--- config.mk ---
export PLATFORM = sky130hd
export DESIGN_NAME = mrb_modem_cfg
export DESIGN_NICKNAME = d
export VERILOG_FILES = /design/src/hdl/mrb_modem_cfg.v
export VERILOG_INCLUDE_DIRS = /design/src /design/src/include
export SDC_FILE = /design/constraint.sdc
export NUM_CORES = 1
export LEC_CHECK = 0
export BUFFER_PORTS_ARGS = -buffer_cell sky130_fd_sc_hd__buf_4
export CORE_UTILIZATION = 53
export DETAILED_ROUTE_END_ITERATION = 12
export MAX_ROUTING_LAYER = met4
export PLACE_DENSITY = 0.78
export SLEW_MARGIN = 25
export SYNTH_ARGS = -nofsm -noshare
export SYNTH_HDL_FRONTEND = slang
export SYNTH_SLANG_ARGS = --single-unit
--- constraint.sdc ---
create_clock -name i_mclk -period 2.4 [get_ports i_mclk]
set_input_delay 0.6 -clock i_mclk [delete_from_list [all_inputs] [get_ports i_mclk]]
set_output_delay 0.6 -clock i_mclk [all_outputs]
set_load 0.01 [all_outputs]
--- src/include/mrb_defs.vh ---
/*
  constants for the modem rate and bandwidth configuration bank: byte
  addresses, field positions, reset values and datapath widths.
  assumes inclusion by bare name from the design file.
*/
`ifndef MRB_DEFS_VH
`define MRB_DEFS_VH

// register byte addresses
`define MRB_ADDR_BW_RATE_EXP   16'hdf0c
`define MRB_ADDR_RATE_MANT     16'hdf10
`define MRB_ADDR_FORMAT_CTRL   16'hdf14

// reset values
`define MRB_RST_BW_RATE_EXP    8'h8c
`define MRB_RST_RATE_MANT      8'h22
`define MRB_RST_FORMAT_CTRL    8'h00

// modem_bandwidth_rate_exp fields
`define MRB_BW_EXP_HI          7
`define MRB_BW_EXP_LO          6
`define MRB_BW_MANT_HI         5
`define MRB_BW_MANT_LO         4
`define MRB_RATE_EXP_HI        3
`define MRB_RATE_EXP_LO        0

// modem_format_control fields
`define MRB_DC_BYPASS_BIT      7
`define MRB_MOD_SEL_HI         6
`define MRB_MOD_SEL_LO         4
`define MRB_FMT_USED_MASK      8'hf0

// modulation codes
`define MRB_MOD_2FSK           3'h0
`define MRB_MOD_GFSK           3'h1
`define MRB_MOD_ASK_OOK        3'h3

// bandwidth divisor terms: 8 * (4 + mantissa) * 2^exponent
`define MRB_BW_BASE_MULT       3
`define MRB_BW_MANT_OFFSET     3'h4

// symbol rate: (256 + mantissa) * 2^exponent / 2^28
`define MRB_RATE_HIDDEN_ONE    1'b1
`define MRB_RATE_ACC_W         28
`define MRB_RATE_STEP_W        24

`endif

--- src/hdl/mrb_modem_cfg.v ---
/*
  modem rate and bandwidth configuration bank with a classic wishbone slave,
  plus the small datapath that turns the fields into a decimation ratio,
  a decimation strobe, a symbol rate step and a symbol strobe.
  assumes a wishbone master on i_mclk and the crystal clock as i_mclk.
*/
`timescale 1ns/100ps
`include "mrb_defs.vh"

// Summary of operation
// [RQ1] decimation ratio is 8*(4+bandwidth_mantissa)*2^bandwidth_exponent, sets channel bandwidth
// [RQ2] software never writes both bandwidth fields as zero; unsupported
// [RQ3] 4-bit symbol rate exponent in low nibble of first register, resets 1100
// [RQ4] 8-bit symbol rate mantissa resets 0x22, hidden ninth bit is one
// [RQ5] symbol rate is unsigned float: 9-bit mantissa, 4-bit exponent
// [RQ6] symbol rate is (256+mantissa)*2^exponent/2^28 times crystal frequency
// [RQ7] bit 7 of format register: 0 keeps dc blocking, 1 bypasses it
// [RQ8] software keeps dc blocking up to 250 kbps, reselects if on bypass
// [RQ9] bits 6:4 select modulation: 000 2-fsk, 001 gfsk, 011 ask/ook
// [RQ10] software avoids unassigned modulation codes; behaviour then undefined
// [RQ11] fields read back as written and act on the datapath next cycle
module mrb_modem_cfg (
  // clock and reset
  input  wire                        i_mclk,
  input  wire                        i_rst_b,
  // wishbone slave
  input  wire                        i_wb_cyc,
  input  wire                        i_wb_stb,
  input  wire                        i_wb_we,
  input  wire [15:0]                 i_wb_adr,
  input  wire [3:0]                  i_wb_sel,
  input  wire [31:0]                 i_wb_dat,
  output reg  [31:0]                 o_wb_dat,
  output reg                         o_wb_ack,
  // channel filter
  output wire [1:0]                  o_bandwidth_exponent,
  output wire [1:0]                  o_bandwidth_mantissa,
  output reg  [8:0]                  o_decim_ratio,
  output reg                         o_decim_tick,
  // symbol rate
  output wire [3:0]                  o_symbol_rate_exponent,
  output wire [7:0]                  o_symbol_rate_mantissa,
  output reg  [`MRB_RATE_STEP_W-1:0] o_symbol_rate_step,
  output reg                         o_symbol_tick,
  // demodulator control
  output wire                        o_dc_block_bypass,
  output wire [2:0]                  o_modulation_select,
  output reg                         o_mod_2fsk,
  output reg                         o_mod_gfsk,
  output reg                         o_mod_ask_ook,
  output reg                         o_mod_undefined
);

  reg  [7:0]                  bw_rate_exp_ff;
  reg  [7:0]                  rate_mant_ff;
  reg  [7:0]                  format_ctrl_ff;
  reg  [8:0]                  decim_cnt_ff;
  reg  [`MRB_RATE_ACC_W-1:0]  rate_acc_ff;
  reg  [7:0]                  nxt_bw_rate_exp;
  reg  [7:0]                  nxt_rate_mant;
  reg  [7:0]                  nxt_format_ctrl;
  reg  [31:0]                 nxt_rd_dat;
  reg  [8:0]                  nxt_decim_ratio;
  reg  [`MRB_RATE_STEP_W-1:0] nxt_rate_step;
  reg  [`MRB_RATE_ACC_W:0]    acc_sum;
  wire                        wb_req;
  wire                        wb_wr;
  wire                        hit_bw;
  wire                        hit_mant;
  wire                        hit_fmt;

  // one compare per register; every bank address goes through here
  function addr_hit;
    input [15:0] adr;
    input [15:0] ofs;
    begin
      addr_hit = (adr == ofs);
    end
  endfunction

  // ack one cycle after the request, dropped the cycle after
  assign wb_req   = i_wb_cyc & i_wb_stb & ~o_wb_ack;
  assign wb_wr    = wb_req & i_wb_we & i_wb_sel[0];
  assign hit_bw   = addr_hit(i_wb_adr, `MRB_ADDR_BW_RATE_EXP);
  assign hit_mant = addr_hit(i_wb_adr, `MRB_ADDR_RATE_MANT);
  assign hit_fmt  = addr_hit(i_wb_adr, `MRB_ADDR_FORMAT_CTRL);

  // field views
  assign o_bandwidth_exponent   = bw_rate_exp_ff[`MRB_BW_EXP_HI:`MRB_BW_EXP_LO];
  assign o_bandwidth_mantissa   = bw_rate_exp_ff[`MRB_BW_MANT_HI:`MRB_BW_MANT_LO];
  assign o_symbol_rate_exponent = bw_rate_exp_ff[`MRB_RATE_EXP_HI:`MRB_RATE_EXP_LO]; // [RQ3]
  assign o_symbol_rate_mantissa = rate_mant_ff;                                     // [RQ4]
  assign o_dc_block_bypass      = format_ctrl_ff[`MRB_DC_BYPASS_BIT];              // [RQ7]
  assign o_modulation_select    = format_ctrl_ff[`MRB_MOD_SEL_HI:`MRB_MOD_SEL_LO];

  // register writes and read mux
  always @* begin
    nxt_bw_rate_exp = bw_rate_exp_ff;
    nxt_rate_mant   = rate_mant_ff;
    nxt_format_ctrl = format_ctrl_ff;
    nxt_rd_dat      = 32'h0000_0000;
    if (wb_wr && hit_bw) begin
      nxt_bw_rate_exp = i_wb_dat[7:0]; // [RQ11]
    end
    if (wb_wr && hit_mant) begin
      nxt_rate_mant = i_wb_dat[7:0]; // [RQ11]
    end
    // manchester and sync mode bits live elsewhere and read as zero here
    if (wb_wr && hit_fmt) begin
      nxt_format_ctrl = i_wb_dat[7:0] & `MRB_FMT_USED_MASK; // [RQ11]
    end
    // unmapped addresses are acked with zero data so the bus never hangs
    if (hit_bw) begin
      nxt_rd_dat = {24'h00_0000, bw_rate_exp_ff};
    end else if (hit_mant) begin
      nxt_rd_dat = {24'h00_0000, rate_mant_ff};
    end else if (hit_fmt) begin
      nxt_rd_dat = {24'h00_0000, format_ctrl_ff};
    end
  end

  always @(posedge i_mclk) begin
    if (!i_rst_b) begin
      bw_rate_exp_ff <= `MRB_RST_BW_RATE_EXP; // [RQ3]
      rate_mant_ff   <= `MRB_RST_RATE_MANT;   // [RQ4]
      format_ctrl_ff <= `MRB_RST_FORMAT_CTRL;
      o_wb_ack       <= 1'b0;
      o_wb_dat       <= 32'h0000_0000;
    end else begin
      bw_rate_exp_ff <= nxt_bw_rate_exp;
      rate_mant_ff   <= nxt_rate_mant;
      format_ctrl_ff <= nxt_format_ctrl;
      o_wb_ack       <= wb_req;
      if (wb_req) begin
        o_wb_dat <= nxt_rd_dat; // [RQ11]
      end
    end
  end

  // decimation ratio: (4 + m) shifted by 3 + e; 0/0 is not guarded, the
  // ratio of 32 it yields is simply passed on
  always @* begin
    nxt_decim_ratio = {4'h0, {1'b0, o_bandwidth_mantissa} + `MRB_BW_MANT_OFFSET, 2'b00};
    nxt_decim_ratio = {nxt_decim_ratio[7:0], 1'b0};
    nxt_decim_ratio = nxt_decim_ratio << o_bandwidth_exponent; // [RQ1]
  end

  // symbol rate step into a 2^28 phase accumulator on the crystal clock
  always @* begin
    nxt_rate_step = {15'h0000, `MRB_RATE_HIDDEN_ONE, rate_mant_ff}; // [RQ4] [RQ5]
    nxt_rate_step = nxt_rate_step << o_symbol_rate_exponent;       // [RQ6]
    acc_sum       = {1'b0, rate_acc_ff} + {5'h00, o_symbol_rate_step};
  end

  // datapath outputs are registered, so a write is seen one cycle later
  always @(posedge i_mclk) begin
    if (!i_rst_b) begin
      o_decim_ratio      <= 9'h000;
      o_decim_tick       <= 1'b0;
      decim_cnt_ff       <= 9'h000;
      o_symbol_rate_step <= {`MRB_RATE_STEP_W{1'b0}};
      rate_acc_ff        <= {`MRB_RATE_ACC_W{1'b0}};
      o_symbol_tick      <= 1'b0;
      o_mod_2fsk         <= 1'b0;
      o_mod_gfsk         <= 1'b0;
      o_mod_ask_ook      <= 1'b0;
      o_mod_undefined    <= 1'b0;
    end else begin
      o_decim_ratio      <= nxt_decim_ratio;    // [RQ1] [RQ11]
      o_symbol_rate_step <= nxt_rate_step;      // [RQ6] [RQ11]
      // a ratio change restarts nothing: the count wraps at the new value
      if (decim_cnt_ff + 9'h001 >= o_decim_ratio) begin
        decim_cnt_ff <= 9'h000;
        o_decim_tick <= (o_decim_ratio != 9'h000); // [RQ1]
      end else begin
        decim_cnt_ff <= decim_cnt_ff + 9'h001;
        o_decim_tick <= 1'b0;
      end
      rate_acc_ff   <= acc_sum[`MRB_RATE_ACC_W-1:0];
      o_symbol_tick <= acc_sum[`MRB_RATE_ACC_W]; // [RQ6]
      o_mod_2fsk      <= 1'b0;
      o_mod_gfsk      <= 1'b0;
      o_mod_ask_ook   <= 1'b0;
      o_mod_undefined <= 1'b0;
      case (o_modulation_select)
        `MRB_MOD_2FSK: begin
          o_mod_2fsk <= 1'b1; // [RQ9]
        end
        `MRB_MOD_GFSK: begin
          o_mod_gfsk <= 1'b1; // [RQ9]
        end
        `MRB_MOD_ASK_OOK: begin
          o_mod_ask_ook <= 1'b1; // [RQ9]
        end
        default: begin
          o_mod_undefined <= 1'b1; // [RQ9]
        end
      endcase
    end
  end

endmodule

==> impl_metrics.env <==
export IMPL_crit_slowest_cell="fa_2"
export IMPL_grtUsageTotal_pct=24.2
export IMPL_cp_cell_sequence="ha_2 -> fa_2 -> a21o_2 -> a31oi_2 -> o21a_2 -> buf_4 -> buf_4 -> buf_4 -> o21ai_0 -> xnor2_1 -> nor2_1"
export IMPL_startpoint="o_symbol_rate_step[0]"
export IMPL_hp_class="reg2reg"
export IMPL_crit_type="reg2reg"
export IMPL_drtIter0Drc=221
export IMPL_register_area_sq_mm=0.00204
export IMPL_overflow=0
export IMPL_die_area_sq_mm=0.0108
export IMPL_ys_types=60
export IMPL_portBuffers=94
export IMPL_cts_tree="built"
export IMPL_viasPerCell=5.48
export IMPL_crit_required_ns=2.67
export IMPL_cp_num_cells=11
export IMPL_drt_first_pass_iters=5
export IMPL_final_util_pct=65.7
export IMPL_synth_seq_cells=102
export IMPL_reg2reg_to="rate_acc_ff[10]"
export IMPL_total_power_mw=3.29
export IMPL_grt_max_degree=53
export IMPL_root_buffer="clkbuf_8"
export IMPL_slew_headroom_pct=54.1
export IMPL_hold_violations=0
export IMPL_clk_pin_slew_worst_paths_ns=0.10
export IMPL_placed_area_sq_mm=0.00622
export IMPL_critPathBufInv=3
export IMPL_synth_ff_type="dfxtp_1"
export IMPL_insertion_delay_ns=0.37
export IMPL_min_period_over_period_pct=96.9
export IMPL_crit_end="rate_acc_ff[10]"
export IMPL_diodes=0
export IMPL_synth_top_cell_area_share_pct=37.3
export IMPL_drc_errors=0
export IMPL_instances_no_fill=863
export IMPL_setup_slack_ns=0.0750
export IMPL_rows=36
export IMPL_dp_worst_setup_slack_ns=0.0667
export IMPL_ant_nets=0
export IMPL_syn_instance_count=636
export IMPL_core_sq_mm=0.00991
export IMPL_cts_path_max_buffers=2
export IMPL_irDropWorstVdd_v=0.000314
export IMPL_fmax_mhz=430
export IMPL_worstSetupEndpointType="register"
export IMPL_yosysMostFrequentCell="dfxtp_1"
export IMPL_path_common_cell="buf_4"
export IMPL_cts_buffers=9
export IMPL_syn_area_sq_mm=0.00548
export IMPL_postSynth_asyncResetShare_pct=0
export IMPL_drive_gt1_share_pct=21.6
export IMPL_layout_nets=814
export IMPL_tightestPinTransition_ns=0.681
export IMPL_slowest_delay_ns=0.35
export IMPL_fp_dieH_um=104
export IMPL_synthToLayoutAreaGrowth_pct=18.9
export IMPL_placed_cells=844
export IMPL_final_setup_tns_ns=0
export IMPL_antenna_found_initial=0
export IMPL_synth_edf_count=0
export IMPL_p_per_area_mw_per_mm2=505
export IMPL_skew_ns=0.00952
export IMPL_holdPathStages=1
export IMPL_critPathArrivalTime_ns=2.59
export IMPL_slew_viol_final=0
export IMPL_cts_max_level=3
export IMPL_timing_hold_ws_ns=0.451
export IMPL_start_util_pct=55.3
export IMPL_totalWireLength_um=12700
export IMPL_synthTopCellsByArea="dfxtp_1 (37%), ha_1 (7.1%), mux2i_1 (5.7%), nor2_1 (5.3%), buf_4 (4.0%)"
export IMPL_r2r_cells=11
export IMPL_status="finished, final reports clean"
export IMPL_multiInputGateArea_sq_mm=0.00318
export IMPL_syn_area_per_cell_sq_um=8.62
export IMPL_ys_top_cells_by_count="dfxtp_1 (102), nor2_1 (77), nand2_1 (58)"
export IMPL_fin_crit_ns=2.32
export IMPL_fill_cells=853
export IMPL_die_w_um=104
export IMPL_hpwlAfterDp_um=9460
export IMPL_cts_hold_buf=0
export IMPL_critical_path_max_fanout=4
export IMPL_avgRoutedWirePerCell_um=14.7
export IMPL_grt_pass1_vias=4406
export IMPL_yosysWarnings=0
export IMPL_synth_area_leader_cell="dfxtp_1"
export IMPL_grt_pass1_wl_um=20800
export IMPL_cts_sinks=102
export IMPL_cp_top_family="compound AO/OA/AOI/OAI gates"
export IMPL_timing_critical_path_from_type="register"
export IMPL_pin_count=149
export IMPL_num_vias=4732
export IMPL_yosysSeqAreaShare_pct=37.3
export IMPL_gp_congestion=0.908
export IMPL_cap_violations=0
export IMPL_reg2reg_slack_ns=0.08
export IMPL_design_area_sq_mm=0.00652
export IMPL_setup_viol_count_final=0
export IMPL_leakage_nw=2.73
export IMPL_r2r_start="o_symbol_rate_step[0]"
-- report_power, final --
| group | internal, mW | switching (mW) | total (mW) |
|---|---|---|---|
| Sequential | 1.73 | 0.0214 | 1.75 |
| Combinational | 0.131 | 0.179 | 0.310 |
| Clock | 0.601 | 0.629 | 1.23 |
| Total | 2.46 | 0.829 | 3.29 |
-- sequential cells by signal (all words and copies together) (netlist names) --
register / cells
bw_rate_exp_ff: 8
decim_cnt_ff: 9
format_ctrl_ff: 4
o_decim_ratio: 6
o_decim_tick: 1
o_mod_2fsk: 1
o_mod_ask_ook: 1
o_mod_gfsk: 1
o_mod_undefined: 1
o_symbol_rate_mantissa: 8
o_symbol_rate_step: 24
o_symbol_tick: 1
o_wb_ack: 1
o_wb_dat: 8
rate_acc_ff: 28
-- what timing repair did --
action	CTS	global route
setup buffers	0	3
endpoints found under the setup margin	0	15
gates resized for setup	0	9
hold endpoints to repair	0	0
-- logic make-up after synthesis --
logic type	after synthesis	synth area share [%]
compound gates	132	16.6
simple gates	236	20.5
fa+ha+maj	32	7.44
buf+inv	73	7.28
flops	102	37.3
other cells	1	0.0684
mux	42	7.92
xor+xnor	18	2.88
-- cell usage in the layout (no fill, tap or decap), types with 15 or more instances in the layout --
| cell type | instances |
|---|---|
| conb_1 | 27 |
| o21ai_0 | 19 |
| ha_1 | 28 |
| nor3_1 | 20 |
| a21oi_1 | 37 |
| dfxtp_1 | 102 |
| nor2_1 | 77 |
| nand2b_1 | 18 |
| inv_1 | 15 |
| nor2b_1 | 15 |
| nand2_1 | 58 |
| buf_4 | 109 |
| mux2i_1 | 31 |
-- cell type report --
| cell class | count | area share (%) |
|---|---|---|
| Clock buffer | 9 | 1.90 |
| Timing Repair Buffer | 110 | 12.9 |
| Multi-Input combinational cell | 487 | 48.9 |
| Inverter | 15 | 0.864 |
| Tap cell | 133 | 2.55 |
| Sequential cell | 102 | 31.3 |
| Clock inverter | 7 | 1.61 |
-- how the worst min path moves through the flow --
stage / end / from
after CTS: o_symbol_rate_mantissa[1] / i_wb_dat[1]
after global routing: o_symbol_rate_mantissa[1] / i_wb_dat[1]
after detailed placement: o_wb_ack / o_wb_ack
after floorplan: decim_cnt_ff[0] / decim_cnt_ff[0]
after global placement: o_wb_ack / o_wb_ack
final: o_wb_ack / o_wb_ack
-- routing by layer --
layer	wire, um	part of all wire (%)	global-route usage, %	vias to the layer above
li1	-	-	-	2362
met1	6030	48	32.2	2211
met2	5800	46	38.1	142
met3	608	4.8	2.83	17
met4	254	2.0	8.78	0
met5	0	0	-	-
(Power assumes the default switching activity.)
